[config.mk]
export PLATFORM = sky130hd
export DESIGN_NAME = omd_decoder
export DESIGN_NICKNAME = d
export VERILOG_FILES = /design/src/verilog/omd_pkg.sv /design/src/verilog/omd_decoder.sv
export VERILOG_INCLUDE_DIRS = /design/src /design/src/verilog
export SDC_FILE = /design/constraint.sdc
export NUM_CORES = 1
export LEC_CHECK = 0
export ABC_AREA = 1
export BUFFER_PORTS_ARGS = -buffer_cell sky130_fd_sc_hd__buf_2
export CAP_MARGIN = 20
export CORE_MARGIN = 8
export CORE_UTILIZATION = 32
export DETAILED_ROUTE_END_ITERATION = 7
export GPL_TIMING_DRIVEN = 0
export SLEW_MARGIN = 10
export SYNTH_ARGS = -nofsm -noshare
export SYNTH_HDL_FRONTEND = slang
export SYNTH_SLANG_ARGS = --single-unit
[constraint.sdc]
create_clock -name ref_clk_in -period 2.46 [get_ports ref_clk_in]
set_input_delay 0.492 -clock ref_clk_in [delete_from_list [all_inputs] [get_ports ref_clk_in]]
set_output_delay 0.492 -clock ref_clk_in [all_outputs]
set_load 0.05 [all_outputs]
[src/verilog/omd_cfg.svh]
// Address map constants for the on-chip memory map decoder
// Function
// User mode decodes six flash blocks: four 8K, one 32K, one 64K.
// Bootstrap mode shows the 8K test flash at zero; user mode hides it.
// Software keeps 03'0000h to 04'FFFFh free of code and data.
// Extension RAM: 16-bit demultiplexed, zero wait, byte and word allowed.
// Low extension RAM decoded only with global and its own enable set.
// Disabled low extension RAM range goes to the external interface.
// High extension RAM sits at the window register range when enabled.
// After reset high extension RAM sits at 09'0000h, mirrored every 16K; the code masks with 001FFFh, so it mirrors every 8K.
// Software uses no extension RAM for stack, register banks or bits.
// First CAN window at 00'EF00h when global and bit 0 set.
// Second CAN window at 00'EE00h when global and bit 1 set.
// Real-time clock window at 00'ED00h when global and bit 4 set.
// Pulse-width window at 00'EC00h with bit 6; word access only.
// Async serial window at 00'E900h when global and bit 7 set.
// Sync serial window at 00'E800h when global and bit 8 set.
// I2C window at 00'EA00h when global and bit 9 set.
// Miscellaneous window at 00'EB00h when global and bit 10 set.
// Peripheral access: demultiplexed, 16-bit word only, two waits, no tristate wait.
// Any CAN in use limits external bus to four segment lines.
// Peripheral disabled when global enable rises stays invisible.
// One linear 16 Mbyte space, byte and word everywhere; the code flags byte accesses in the peripheral windows as size errors.
// Two 512-byte special register areas are reserved.
// Anything unmatched goes out as an external bus cycle.
`ifndef OMD_CFG_SVH
`define OMD_CFG_SVH

`define OMD_FLASH_LO_END 24'h007FFF
`define OMD_FLASH_B4_BASE 24'h018000
`define OMD_FLASH_B5_END 24'h02FFFF
`define OMD_FLASH_RSV_END 24'h04FFFF
`define OMD_TFLASH_END 24'h001FFF
`define OMD_XRAM_LO_BASE 24'h00E000
`define OMD_XRAM_LO_END 24'h00E7FF
`define OMD_XRAM_HI_SEG_RST 8'h09
`define OMD_XRAM_HI_MASK 24'h001FFF
`define OMD_SSC_PAGE 16'h00E8
`define OMD_ASC_PAGE 16'h00E9
`define OMD_I2C_PAGE 16'h00EA
`define OMD_MISC_PAGE 16'h00EB
`define OMD_PWM_PAGE 16'h00EC
`define OMD_RTC_PAGE 16'h00ED
`define OMD_CAN2_PAGE 16'h00EE
`define OMD_CAN1_PAGE 16'h00EF
`define OMD_EXTENDED_SPECIAL_REGS_BASE 24'h00F000
`define OMD_EXTENDED_SPECIAL_REGS_END 24'h00F1FF
`define OMD_INTERNAL_DUAL_PORT_RAM_BASE 24'h00F600
`define OMD_INTERNAL_DUAL_PORT_RAM_END 24'h00FDFF
`define OMD_SFR_BASE 24'h00FE00
`define OMD_SFR_END 24'h00FFFF
`define OMD_EN_CAN1 0
`define OMD_EN_CAN2 1
`define OMD_EN_XRAM_LO 2
`define OMD_EN_XRAM_HI 3
`define OMD_EN_RTC 4
`define OMD_EN_PWM 6
`define OMD_EN_ASC 7
`define OMD_EN_SSC 8
`define OMD_EN_I2C 9
`define OMD_EN_MISC 10
`define OMD_PERIPH_WAITS 2'h2
`define OMD_SEG_LINES_FULL 4'h8
`define OMD_SEG_LINES_CAN 4'h4

`endif

[src/verilog/omd_pkg.sv]
// Types shared by the memory map decoder
package omd_pkg;

  typedef enum logic [4:0] {
    TGT_FLASH,
    TGT_TEST_FLASH,
    TGT_INTERNAL_DUAL_PORT_RAM,
    TGT_SFR,
    TGT_EXTENDED_SPECIAL_REGS,
    TGT_XRAM_LO,
    TGT_XRAM_HI,
    TGT_CAN1,
    TGT_CAN2,
    TGT_RTC,
    TGT_PWM,
    TGT_ASC,
    TGT_SSC,
    TGT_I2C,
    TGT_MISC,
    TGT_EXTERNAL
  } omd_target_t;

  typedef struct packed {
    logic [23:0] addr;
    logic is_word;
    logic is_write;
  } omd_req_t;

  typedef struct packed {
    omd_target_t target;
    logic [23:0] addr;
    logic [1:0] waits;
    logic word_only;
    logic size_error;
  } omd_route_t;

endpackage
[src/verilog/omd_decoder.sv]
// Address decoder steering CPU accesses to on-chip and external targets
`include "omd_cfg.svh"

module omd_decoder (
  // Clock and reset
  input wire logic ref_clk_in,
  input wire logic nrst_in,
  // Mode and configuration
  input wire logic bootstrap_mode_in,
  input wire logic global_xbus_periph_enable_in,
  input wire logic [15:0] xbus_periph_config_reg_in,
  // High extension RAM window register write
  input wire logic xbus_window3_wr_in,
  input wire logic [7:0] xbus_window3_seg_in,
  // CPU request
  input wire logic req_valid_in,
  input wire omd_pkg::omd_req_t req_in,
  output logic req_ready_out,
  // Routed access
  output logic route_valid_out,
  output omd_pkg::omd_route_t route_out,
  // Status
  output logic [7:0] xbus_window3_seg_out,
  output logic [15:0] periph_visible_out,
  output logic [3:0] seg_lines_out
);

  //////////////////////////////////////////////////////////////////////////////
  // Types and state

  typedef enum logic [1:0] {
    ST_IDLE,
    ST_WAIT,
    ST_DONE
  } omd_state_t;

  omd_state_t state_ff;
  omd_state_t nxt_state;
  logic [1:0] wait_cnt_ff;
  logic [1:0] nxt_wait_cnt;
  logic glb_en_d_ff;
  logic [15:0] vis_en_ff;
  logic [15:0] nxt_vis_en;
  logic [7:0] win3_seg_ff;
  omd_pkg::omd_route_t route_ff;
  omd_pkg::omd_route_t nxt_route;
  logic take;

  //////////////////////////////////////////////////////////////////////////////
  // Helpers

  function automatic logic in_range(
    input logic [23:0] a,
    input logic [23:0] lo,
    input logic [23:0] hi
  );
    in_range = (a >= lo) && (a <= hi);
  endfunction

  function automatic logic in_page(
    input logic [23:0] a,
    input logic [15:0] page
  );
    in_page = (a[23:8] == page);
  endfunction

  function automatic logic is_periph(
    input omd_pkg::omd_target_t t
  );
    case (t)
      omd_pkg::TGT_CAN1, omd_pkg::TGT_CAN2, omd_pkg::TGT_RTC,
      omd_pkg::TGT_PWM, omd_pkg::TGT_ASC, omd_pkg::TGT_SSC,
      omd_pkg::TGT_I2C, omd_pkg::TGT_MISC: begin
        is_periph = 1'b1;
      end
      default: begin
        is_periph = 1'b0;
      end
    endcase
  endfunction

  //////////////////////////////////////////////////////////////////////////////
  // Peripheral visibility

  // Per-window enables frozen when the global enable rises
  always_comb begin
    nxt_vis_en = vis_en_ff;
    if (!global_xbus_periph_enable_in) begin
      nxt_vis_en = 16'h0000;
    end else if (!glb_en_d_ff) begin
      nxt_vis_en = xbus_periph_config_reg_in;
    end
  end

  always_ff @(posedge ref_clk_in) begin
    if (!nrst_in) begin
      glb_en_d_ff <= 1'b0;
    end else begin
      glb_en_d_ff <= global_xbus_periph_enable_in;
    end
  end

  always_ff @(posedge ref_clk_in) begin
    if (!nrst_in) begin
      vis_en_ff <= 16'h0000;
    end else begin
      vis_en_ff <= nxt_vis_en;
    end
  end

  assign periph_visible_out = vis_en_ff;

  // Fewer segment lines while a CAN window is live
  always_comb begin
    if (vis_en_ff[`OMD_EN_CAN1] || vis_en_ff[`OMD_EN_CAN2]) begin
      seg_lines_out = `OMD_SEG_LINES_CAN;
    end else begin
      seg_lines_out = `OMD_SEG_LINES_FULL;
    end
  end

  //////////////////////////////////////////////////////////////////////////////
  // High extension RAM window

  always_ff @(posedge ref_clk_in) begin
    if (!nrst_in) begin
      win3_seg_ff <= `OMD_XRAM_HI_SEG_RST;
    end else if (xbus_window3_wr_in) begin
      win3_seg_ff <= xbus_window3_seg_in;
    end
  end

  assign xbus_window3_seg_out = win3_seg_ff;

  //////////////////////////////////////////////////////////////////////////////
  // Decode

  always_comb begin
    logic [23:0] a;
    a = req_in.addr;
    nxt_route = '0;
    nxt_route.addr = a;
    nxt_route.target = omd_pkg::TGT_EXTERNAL;
    if (bootstrap_mode_in && in_range(a, 24'h000000, `OMD_TFLASH_END)) begin
      nxt_route.target = omd_pkg::TGT_TEST_FLASH;
    end else if (in_range(a, 24'h000000, `OMD_FLASH_LO_END)) begin
      nxt_route.target = omd_pkg::TGT_FLASH;
    end else if (in_range(a, `OMD_FLASH_B4_BASE, `OMD_FLASH_B5_END)) begin
      nxt_route.target = omd_pkg::TGT_FLASH;
    end else if (in_range(a, `OMD_FLASH_B5_END + 24'h000001, `OMD_FLASH_RSV_END)) begin
      // Left on the flash; software must not map here
      nxt_route.target = omd_pkg::TGT_FLASH;
    end else if (in_range(a, `OMD_XRAM_LO_BASE, `OMD_XRAM_LO_END)) begin
      if (vis_en_ff[`OMD_EN_XRAM_LO]) begin
        nxt_route.target = omd_pkg::TGT_XRAM_LO;
      end else begin
        nxt_route.target = omd_pkg::TGT_EXTERNAL;
      end
    end else if (a[23:16] == win3_seg_ff) begin
      if (vis_en_ff[`OMD_EN_XRAM_HI]) begin
        nxt_route.target = omd_pkg::TGT_XRAM_HI;
        nxt_route.addr = a & `OMD_XRAM_HI_MASK;
      end
    end else if (in_page(a, `OMD_CAN1_PAGE)) begin
      if (vis_en_ff[`OMD_EN_CAN1]) begin
        nxt_route.target = omd_pkg::TGT_CAN1;
      end
    end else if (in_page(a, `OMD_CAN2_PAGE)) begin
      if (vis_en_ff[`OMD_EN_CAN2]) begin
        nxt_route.target = omd_pkg::TGT_CAN2;
      end
    end else if (in_page(a, `OMD_RTC_PAGE)) begin
      if (vis_en_ff[`OMD_EN_RTC]) begin
        nxt_route.target = omd_pkg::TGT_RTC;
      end
    end else if (in_page(a, `OMD_PWM_PAGE)) begin
      if (vis_en_ff[`OMD_EN_PWM]) begin
        nxt_route.target = omd_pkg::TGT_PWM;
      end
    end else if (in_page(a, `OMD_ASC_PAGE)) begin
      if (vis_en_ff[`OMD_EN_ASC]) begin
        nxt_route.target = omd_pkg::TGT_ASC;
      end
    end else if (in_page(a, `OMD_SSC_PAGE)) begin
      if (vis_en_ff[`OMD_EN_SSC]) begin
        nxt_route.target = omd_pkg::TGT_SSC;
      end
    end else if (in_page(a, `OMD_I2C_PAGE)) begin
      if (vis_en_ff[`OMD_EN_I2C]) begin
        nxt_route.target = omd_pkg::TGT_I2C;
      end
    end else if (in_page(a, `OMD_MISC_PAGE)) begin
      if (vis_en_ff[`OMD_EN_MISC]) begin
        nxt_route.target = omd_pkg::TGT_MISC;
      end
    end else if (in_range(a, `OMD_EXTENDED_SPECIAL_REGS_BASE, `OMD_EXTENDED_SPECIAL_REGS_END)) begin
      nxt_route.target = omd_pkg::TGT_EXTENDED_SPECIAL_REGS;
    end else if (in_range(a, `OMD_INTERNAL_DUAL_PORT_RAM_BASE, `OMD_INTERNAL_DUAL_PORT_RAM_END)) begin
      nxt_route.target = omd_pkg::TGT_INTERNAL_DUAL_PORT_RAM;
    end else if (in_range(a, `OMD_SFR_BASE, `OMD_SFR_END)) begin
      nxt_route.target = omd_pkg::TGT_SFR;
    end
    // Peripherals: two waits, word path only
    if (is_periph(nxt_route.target)) begin
      nxt_route.waits = `OMD_PERIPH_WAITS;
      nxt_route.word_only = 1'b1;
      nxt_route.size_error = !req_in.is_word;
    end else begin
      // Memories and external take bytes and words, no waits here
      nxt_route.waits = 2'h0;
      nxt_route.word_only = 1'b0;
      nxt_route.size_error = 1'b0;
    end
  end

  //////////////////////////////////////////////////////////////////////////////
  // Access sequencing

  // New access accepted only while idle
  assign req_ready_out = (state_ff == ST_IDLE);

  assign take = req_valid_in && (state_ff == ST_IDLE);

  always_comb begin
    nxt_state = state_ff;
    nxt_wait_cnt = wait_cnt_ff;
    case (state_ff)
      ST_IDLE: begin
        if (take) begin
          nxt_wait_cnt = nxt_route.waits;
          if (nxt_route.waits != 2'h0) begin
            nxt_state = ST_WAIT;
          end else begin
            nxt_state = ST_DONE;
          end
        end
      end
      ST_WAIT: begin
        nxt_wait_cnt = wait_cnt_ff - 2'h1;
        if (wait_cnt_ff == 2'h1) begin
          nxt_state = ST_DONE;
        end
      end
      ST_DONE: begin
        nxt_state = ST_IDLE;
      end
      default: begin
        nxt_state = ST_IDLE;
      end
    endcase
  end

  always_ff @(posedge ref_clk_in) begin
    if (!nrst_in) begin
      state_ff <= ST_IDLE;
      wait_cnt_ff <= 2'h0;
    end else begin
      state_ff <= nxt_state;
      wait_cnt_ff <= nxt_wait_cnt;
    end
  end

  always_ff @(posedge ref_clk_in) begin
    if (!nrst_in) begin
      route_ff <= '0;
    end else if (take) begin
      route_ff <= nxt_route;
    end
  end

  assign route_out = route_ff;
  assign route_valid_out = (state_ff == ST_DONE);

endmodule

* Yosys cells after proc, flatten, opt, wreduce, memory -nomap -nowiden
Memory sizes are Yosys's and may differ from the RTL's.
Index checks and enable logic that the tools add are counted.
** Cells by class
- Order comparisons :: 15
- Muxes and demuxes :: 42
- Reduce and logical (&&, ||, !) cells :: 18
- Add/sub/neg operators :: 1
- Equal/unequal tests :: 14
** Operator list (count)
- $mux W24 :: 6
- $eq A16 B8 Y1 const B :: 8
- $ge A24 B16 Y1 const B :: 4
- $le A24 B16 Y1 const B :: 4
- $mux W5 :: 16
- $mux W28 :: 1
- $ge A24 B1 Y1 const B :: 1
- $ge A24 B17 Y1 const B :: 1
- $ge A24 B18 Y1 const B :: 1
- $le A24 B13 Y1 const B :: 1
- $le A24 B15 Y1 const B :: 1
- $le A24 B18 Y1 const B :: 1
- $le A24 B19 Y1 const B :: 1
- $mux W4 :: 5
- $mux W2 :: 6
- $mux W3 :: 4
- $logic_and A1 B1 Y1 :: 10
- $eq A8 B8 Y1 :: 1
- $pmux W2 S2 :: 2
- $reduce_and A2 Y1 :: 3
- $eq A2 B1 Y1 const B :: 2
- $reduce_bool A2 Y1 :: 2
- $eq A2 B2 Y1 const B :: 1
- $logic_not A2 Y1 :: 1
- 6 further kinds :: 7
** Storage, ports and cells
- Memories kept :: 1
- Bits in registers :: 62
- Word-level logic and storage cells :: 101
- Bits in read-only memories :: 16
- Output and inout bits :: 63
- Input bits :: 56
** Memories
- (name not given) :: depth 16, width 1, read ports 1, clocked after Yosys merged registers in 0, write ports 0, RTL line omd_decoder.sv:70 : case (t)

* Longest topological paths before layout
Gate-level depths: netlist of the first run.
An unclocked memory read counts as a cell.
- Depth after elaboration :: 26
- Depth in mapped cells :: 18
- Gate-level depth less buffers :: 18

* Worst setup path after synthesis of the first run
Ideal clock, no wire load.
- Path type :: reg-to-output
- Start point :: reg vis_en_ff[1] (netlist: periph_visible_out[1])
- End point :: out seg_lines_out[2]
- Arrival time :: 1.714 ns
- Setup slack :: 0.254 ns
- Data required time :: 1.968 ns
- Cell stages (with the launch flop) :: 3
- Buffers on the path :: 0
- Cell sequence :: dfxtp_1 nor2_1 inv_1
** Between the ends
- Word-level cells in the longest chain between the ends :: 2
** Ends and longest elaborated chain
- start, declared :: RTL line omd_decoder.sv:42 : logic [15:0] vis_en_ff;
- start signal, assigned :: RTL line omd_decoder.sv:107 : vis_en_ff <= nxt_vis_en;
- $logic_or A1 B1 Y1 :: RTL line omd_decoder.sv:115 : if (vis_en_ff[`OMD_EN_CAN1] || vis_en_ff[`OMD_EN_CAN2]) begin
- $mux W4 :: RTL line omd_decoder.sv:115
- end, declared :: RTL line omd_decoder.sv:25 : output logic [3:0] seg_lines_out
Every way passes these cells.

* Final worst setup path of the first run
- Start point :: in req_in[24] (netlist bit)
- End point :: reg state_ff[0]
** Between the ends
- Word-level cells in the longest chain between the ends :: 26
- Elaborated cells between the ends (all ways) :: 57
- Those cells by class :: 15 x order compare; 9 x eq/ne; 22 x mux; 10 x reduce/logical; 1 x memory
** Ends and longest elaborated chain
- start, declared :: RTL line omd_decoder.sv:17 : input wire omd_pkg::omd_req_t req_in,
- $ge A24 B16 Y1 or $le A24 B16 Y1 (tied branches) :: RTL line omd_decoder.sv:57 : in_range = (a >= lo) && (a <= hi);
- $logic_and A1 B1 Y1 :: RTL line omd_decoder.sv:57
- $mux W4 :: RTL line omd_decoder.sv:200 : end else if (in_range(a, `OMD_SFR_BASE, `OMD_SFR_END)) begin
- $mux W5 :: RTL line omd_decoder.sv:198 : end else if (in_range(a, `OMD_INTERNAL_DUAL_PORT_RAM_BASE, `OMD_INTERNAL_DUAL_PORT_RAM_END)) begin
- $mux W5 :: RTL line omd_decoder.sv:196 : end else if (in_range(a, `OMD_EXTENDED_SPECIAL_REGS_BASE, `OMD_EXTENDED_SPECIAL_REGS_END)) begin
- $mux W5 :: RTL line omd_decoder.sv:192 : end else if (in_page(a, `OMD_MISC_PAGE)) begin
- $mux W5 :: RTL line omd_decoder.sv:188 : end else if (in_page(a, `OMD_I2C_PAGE)) begin
- $mux W5 :: RTL line omd_decoder.sv:184 : end else if (in_page(a, `OMD_SSC_PAGE)) begin
- (+10 left out)
- $mux W5 (*) :: RTL line omd_decoder.sv:144 : if (bootstrap_mode_in && in_range(a, 24'h000000, `OMD_TFLASH_END)) begin
- $mem_v2 Z16 W1
- $mux W1 (*) :: RTL line omd_decoder.sv:70
- $mux W4 (*) :: RTL line omd_decoder.sv:204 : if (is_periph(nxt_route.target)) begin
- $reduce_bool A2 Y1 (*) :: RTL line omd_decoder.sv:231 : if (nxt_route.waits != 2'h0) begin
- $mux W2 (*) :: RTL line omd_decoder.sv:231
- $mux W2 (*) :: RTL line omd_decoder.sv:229 : if (take) begin
- $pmux W2 S2 (*) :: RTL line omd_decoder.sv:227 : case (state_ff)
- end signal, assigned :: RTL line omd_decoder.sv:258 : state_ff <= nxt_state;
- end, declared :: RTL line omd_decoder.sv:37 : omd_state_t state_ff;
Every way passes the cells marked *; elsewhere a longest branch is shown, timed or not. The select of a mux whose other input is x is not followed.
A chain may end at the register's enable or synchronous reset.

==> results_dict.tcl, run 1 <==
set metrics [dict create \
    preCtsSetupSlack_ps 155 \
    clockBufferDepth 2 \
    met3RoutedLength_microns 865 \
    critical_path.endpoint_type "flop" \
    fill_cells 919 \
    cp.required_ps 2670 \
    rows 34 \
    r2r_end "state_ff[0]$_SDFFE_PN0P_" \
    port_buffers 111 \
    drv_slew 0 \
    ios 119 \
    synth_seq_area_share_pct 42.9 \
    cp-endpoint "state_ff[0]$_SDFFE_PN0P_" \
    avgSynthCellArea_sq_um 7.02 \
    cp_max_fo 9 \
    synthTopCellsByArea "dfxtp_1 43%, nand2_1 11%, a21oi_1 8.0%" \
    maxCapViolations 0 \
    core_area_sq_mm 0.00855 \
    critPathArrivalTime_ps 2170 \
    syn_to_final_growth_pct 32.5 \
    final_area_sq_mm 0.00365 \
    reg2regPathDepth 14 \
    synth_most_common_cell "nand2_1" \
    yosys_warnings 0 \
    clock_skew_ps 12.3 \
    period_needed_ps 1970 \
    first_pass_iters 4 \
    ys_ff_latch 59 \
    chipWidth_microns 109 \
    top_layer "met4" \
    cts_buffers 9 \
    dpl_cell_area_sq_mm 0.00345 \
    hold_viol_final 0 \
    fin_crit_sh_pct 79.9 \
    cts_htree_levels 3 \
    overflow 0 \
    post_cts_resized 0 \
    setup_viol_count_final 0 \
    tritoncts "yes" \
    syn_inst 392 \
    path_class "primary input to flop" \
    cts_hold_buf 0 \
    wl_per_cell_microns 13.7 \
    grt_max_degree 11 \
    dr_wl_met2_mm 3.47 \
    tns_ps 0 \
    critical_path.startpoint_type "primary input" \
    final_nets 574 \
    powerDensity_mw_per_mm2 685 \
    hold_path_class "primary input to flop" \
    grt_pass1_wl_mm 13.7 \
    power.leakage_nw 1.84 \
    viasPerCell 4.67 \
    async_flop_share_pct 0 \
    crit_start "req_in[24]" \
    tightest_slew_ps 536 \
    synth_flop_cell "dfxtp_1" \
    worst_slack_ps 494 \
    drc_errors 0 \
    max_freq_mhz 509 \
    place.gp.congestion 0.856 \
    die-area_sq_mm 0.0118 \
    synth_top_area_cell "dfxtp_1" \
    synth-edff-count 0 \
    antenna_found_initial 0 \
    outcome "completed" \
    grt_usage_pct 14.6 \
    drt_first_iter_violations 88 \
    ys_types 35 \
    antenna_left 0 \
    start_util_pct 32.2 \
    root_buffer "clkbuf_8" \
    r2r_slack_ps 500 \
    met1Wirelength_mm 4.13 \
    yosys-top-cells-count "83 x nand2_1, 59 x dfxtp_1, 45 x nor2_1" \
    clock-sinks 59 \
    synth_area_sq_mm 0.00275 \
    grt_pass1_vias 2924 \
    rsz0062_at_grt "false" \
    post-cts-setup-buffers 0 \
    reg2reg_from "xbus_window3_seg_out[4]$_SDFFE_PN0P_" \
    routed_wl_mm 8.60 \
    vdd_ir_drop_max_v 0.000333 \
    path_clk_slew_ps 80 \
    hpwl_mm 6.75 \
    synth_top_area_share_pct 42.9 \
    vias 2942 \
    maxSlewHeadroom_pct 64.3 \
    die_h_microns 109 \
    clk-insertion-delay-late_ps 340 \
    antennaDiodeCount 0 \
    drive_above_1_share_pct 30.3 \
]
## critical path, stage by stage
cell and delay [ps]:
buf_2 120, nor2_1 120, nand2_2 110, nor2_8 200, nand2_4 90, inv_4 90
nand2_2 70, o21ai_1 120, inv_1 50, nand2_1 50, nand2_1 50, nand2_1 60
nand2_1 50, nand2_1 110, nand2_1 70, nand2_1 70, nand2_2 70, nand2_1 90
a21oi_1 70
## state kept, by name (all words and copies together) (netlist names)
name / cells
periph_visible_out: 16
state_ff: 2
glb_en_d_ff: 1
xbus_window3_seg_out: 8
wait_cnt_ff: 2
route_out: 30
## area by class of cell
class,instances,area (sq um),share of cell area [%]
multi-input combinational,280,1350,37.0
sequential,59,1180,32.4
timing repair buffer,111,556,15.2
clock buffer,11,141,3.88
tap,108,135,3.70
inverter,35,134,3.67
buffer,21,100,2.74
clock inverter,5,52.6,1.44
## metal layers
layer  vias up  GRT usage, %
met4         0          5.38
met2       106          22.3
met5         -             0
met1      1314          18.3
li1       1510             -
met3        12          5.50
## cells by family (layout without fill, tap and decap cells)
logic type | count (synthesis) | in the layout | share of synthesized area (%)
XOR/XNOR | 4 | 4 | 1.27
other | 1 | 4 | 0.136
AO/OA/AOI/OAI | 79 | 79 | 15.4
AND/OR/NAND/NOR | 192 | 192 | 31.3
adder cells (fa/ha/maj) | 1 | 1 | 0.454
flip-flops | 59 | 59 | 42.9
buffers and inverters | 56 | 183 | 8.50
## power breakdown
part	total, W	internal, W	switching (W)
logic	0.000559	0.000142	0.000417
clock network	0.000888	0.000491	0.000398
registers	0.00105	0.00102	0.0000343
total	0.00250	0.00165	0.000849
## placed cells by master, fill, tap and decap left out, types with 2 or more instances in the layout
cell and n:
a21oi_1 44, buf_2 113, buf_4 5, clkbuf_1 15
clkbuf_8 10, clkinv_1 2, clkinv_2 3, conb_1 4
dfxtp_1 59, inv_1 31, nand2_1 83, nand2_2 5
nand3_1 32, nand3b_1 3, nand4_1 2, nor2_1 45
nor2_2 6, nor3_1 8, o21ai_0 26, o21ai_2 2
or2_2 4, xnor2_1 2, xor2_1 2
## how the worst min path moves through the flow
| stage | start | to | slack, ps | cells after the start |
|---|---|---|---|---|
| 2_1_floorplan | wait_cnt_ff[0]$_SDFFE_PN0P_ | wait_cnt_ff[0]$_SDFFE_PN0P_ | 430 | 1 |
| 3_3_place_gp | periph_visible_out[15]$_SDFFE_PN0N_ | periph_visible_out[15]$_SDFFE_PN0N_ | 440 | 2 |
| 3_5_place_dp | periph_visible_out[15]$_SDFFE_PN0N_ | periph_visible_out[15]$_SDFFE_PN0N_ | 450 | 2 |
| 4_1_cts | xbus_window3_seg_in[0] | xbus_window3_seg_out[0]$_SDFFE_PN1P_ | 350 | 3 |
| 5_1_grt | xbus_window3_seg_in[0] | xbus_window3_seg_out[0]$_SDFFE_PN1P_ | 360 | 3 |
| 6_report | xbus_window3_seg_in[3] | xbus_window3_seg_out[3]$_SDFFE_PN1P_ | 360 | 3 |
## through the flow
step | cells | utilization, % | hold WS [ps] | power [W]
after floorplan | 395 | - | 429 | 0.00147
after global placement | 614 | 40.4 | 440 | 0.00163
after detailed placement | 614 | 40.4 | 447 | 0.00164
after CTS | 630 | 42.7 | 351 | 0.00253
after global routing | 630 | 42.7 | 360 | 0.00262
final | 630 | 42.7 | 363 | 0.00250
(Power assumes the default switching activity.)
==> run 2, diff against run 1 <==
--- a/config.mk
+++ b/config.mk
@@ -6,7 +6,7 @@
 export SDC_FILE = /design/constraint.sdc
 export NUM_CORES = 1
 export LEC_CHECK = 0
-export ABC_AREA = 1
+export ABC_AREA = 0
 export BUFFER_PORTS_ARGS = -buffer_cell sky130_fd_sc_hd__buf_2
 export CAP_MARGIN = 20
 export CORE_MARGIN = 8
==> constraint.sdc (replaced) <==
create_clock -name ref_clk_in -period 1.86 [get_ports ref_clk_in]
set_input_delay 0.372 -clock ref_clk_in [delete_from_list [all_inputs] [get_ports ref_clk_in]]
set_output_delay 0.372 -clock ref_clk_in [all_outputs]
set_load 0.05 [all_outputs]
==> results_dict.tcl, run 2 <==
set metrics [dict create \
    outcome "finished with violations" \
    failed_checks "negative setup slack" \
    r2r_end "state_ff[1]$_SDFFE_PN0P_" \
    async_flop_share_pct 0 \
    place.gp.congestion 0.723 \
    stdcell_count 539 \
    min_path_cells 2 \
    hold_path_class "primary input to flop" \
    yosys_warnings 0 \
    vdd_ir_drop_max_v 0.000429 \
    first_pass_iters 4 \
    critical_path.endpoint_type "flop" \
    setup_viol_count_final 15 \
    cts_htree_levels 3 \
    ys_types 52 \
    routed_wl_mm 7.85 \
    wl_per_cell_microns 14.6 \
    antenna_found_initial 0 \
    fill_cells 850 \
    drt_first_iter_violations 53 \
    hp-start "req_in[1]" \
    powerDensity_mw_per_mm2 846 \
    critPathArrivalTime_ps 2280 \
    overflow 0 \
    grt_pass1_wl_mm 12.5 \
    yosys-top-cells-count "59 x dfxtp_1, 41 x nand2_1, 26 x mux2i_1" \
    drv_slew 0 \
    antenna_left 0 \
    synth_seq_area_share_pct 43.4 \
    utilization_pct 45.4 \
    drc_errors 0 \
    final_nets 486 \
    reg2regPathDepth 8 \
    viasPerCell 4.65 \
    grt_usage_pct 13.4 \
    critical_path.startpoint_type "primary input" \
    critPathMaxStageDelay_ps 530 \
    die-area_sq_mm 0.0117 \
    multiInputGateArea_sq_mm 0.00149 \
    dp_cells 520 \
    path_buf_inv 1 \
    crit_slowest_cell "or4_4" \
    max_freq_mhz 488 \
    vias 2509 \
    tritoncts "yes" \
    chipWidth_microns 108 \
    clock-sinks 59 \
    layout_commonest_cell "buf_2" \
    syn_inst 301 \
    rsz0062_at_grt "true" \
    avgSynthCellArea_sq_um 9.05 \
    hold_viol_final 0 \
    ys_ff_latch 59 \
    worst_slack_ps -188 \
    ios 119 \
    grt_pass1_vias 2597 \
    root_buffer "clkbuf_8" \
    period_needed_ps 2050 \
    regArea_sq_mm 0.00118 \
    power.leakage_nw 1.68 \
    start_util_pct 33.2 \
    synth-edff-count 0 \
    clk-insertion-delay-late_ps 330 \
    synth_most_common_cell "dfxtp_1" \
    drive_above_1_share_pct 38.2 \
    antennaDiodeCount 0 \
    layout_common_cells "113 x buf_2, 57 x dfxtp_1, 41 x nand2_1" \
    largest_reg_flops 30 \
    fin_crit_sh_pct 110 \
    synthTopCellsByArea "dfxtp_1 43%, mux2i_1 9.6%, nand2_1 5.6%" \
    synth_flop_cell "dfxtp_1" \
    r2r_slack_ps -60 \
    cts_hold_buf 0 \
    die_h_microns 108 \
    synth_area_sq_mm 0.00272 \
    synth_top_area_share_pct 43.4 \
    synth_top_area_cell "dfxtp_1" \
    core_area_sq_mm 0.00822 \
    whs_ps 215 \
    hold_path_end "route_out[0]$_SDFFE_PN0P_" \
    syn_to_final_growth_pct 36.9 \
    maxCapViolations 0 \
    path_clk_slew_ps 70 \
    hpwl_mm 6.20 \
    cts_buffers 9 \
    rows 33 \
    port_buffers 111 \
    tightest_slew_ps 703 \
    maxSlewHeadroom_pct 53.1 \
    cp_max_fo 5 \
    preCtsSetupSlack_ps -601 \
    reg2reg_from "xbus_window3_seg_out[5]$_SDFFE_PN0P_" \
    cp.required_ps 2090 \
    grt_max_degree 11 \
    path_cells "buf_8, or4_4, nor2_4, nand2_2, o311ai_4, a32o_2, o211ai_2, xnor2_2, a32o_1" \
    clockBufferDepth 2 \
    path_class "primary input to flop" \
    clock_skew_ps 6.71 \
    crit_family "compound AO/OA/AOI/OAI gates" \
]
run 2: cell types whose count changed after synthesis, sizes merged, moves of 4 or more:
| cell | delta |
|---|---|
| a21boi | +15 |
| a21oi | -40 |
| a22oi | +11 |
| inv | -25 |
| mux2i | +26 |
| nand2 | -47 |
| nand2b | +4 |
| nand3 | -30 |
| nor2 | -28 |
| nor2b | +22 |
| nor3 | -7 |
| o21ai | -20 |
| xnor2 | +7 |
run 2: metal layers:
layer	routed length (microns)	part of all wire, %	up-vias	GRT usage, %
li1	-	-	1284	-
met1	3340	43	1142	14.6
met2	3720	47	76	22.4
met3	724	9.2	7	7.02
met4	71	0.90	0	3.52
met5	0	0	-	0
run 2: repair_timing:
item / CTS / global route
pin swaps: 3 / 2
setup endpoints to repair: 16 / 16
gates resized for setup: 9 / 4
buffers inserted: 1 / 1
gates cloned: 1 / 0
run 2: kinds of logic (layout without fill, tap and decap cells):
group	count (synthesis)	count (layout)	share of synthesized area, %
simple gates	110	110	20.5
compound gates	61	61	16.7
fa+ha+maj	2	2	0.827
flops	59	59	43.4
xor+xnor	9	9	3.17
mux	27	27	9.97
other cells	1	4	0.138
buf+inv	32	162	5.33
run 2: final cells by class:
class,instances,share of cell area (%)
well taps,105,3.52
repair buffers,114,16.0
clock inverters,2,0.268
flip-flops and latches,59,31.7
multi-input cells,213,40.0
clock buffers,14,4.36
inverters,8,0.805
plain buffers,24,3.29
run 2: stage by stage:
step                      total power, W  TNS [ps]  cell area, sq um
after floorplan                  0.00193     -2010              2810
after global placement           0.00213     -7280              3490
after detailed placement         0.00214     -7980              3490
after CTS                        0.00319     -1130              3710
after global routing             0.00332     -2750              3730
final                            0.00315     -1840              3730
run 2: how the worst max path moves through the flow:
stage / startpoint / endpoint / slack [ps] / cells after the start
after detailed placement: req_in[21] / route_out[3]$_SDFFE_PN0P_ / -600 / 9
after floorplan: req_in[21] / state_ff[1]$_SDFFE_PN0P_ / -250 / 8
after CTS: req_in[21] / route_out[0]$_SDFFE_PN0P_ / -160 / 9
after global routing: req_in[21] / route_out[0]$_SDFFE_PN0P_ / -270 / 9
final: req_in[21] / state_ff[1]$_SDFFE_PN0P_ / -190 / 9
after global placement: req_in[21] / state_ff[0]$_SDFFE_PN0P_ / -570 / 9
run 2: report_power, final:
group,switching [W],internal (W)
clock,0.000479,0.000553
combinational,0.000506,0.000236
sequential,0.0000453,0.00133
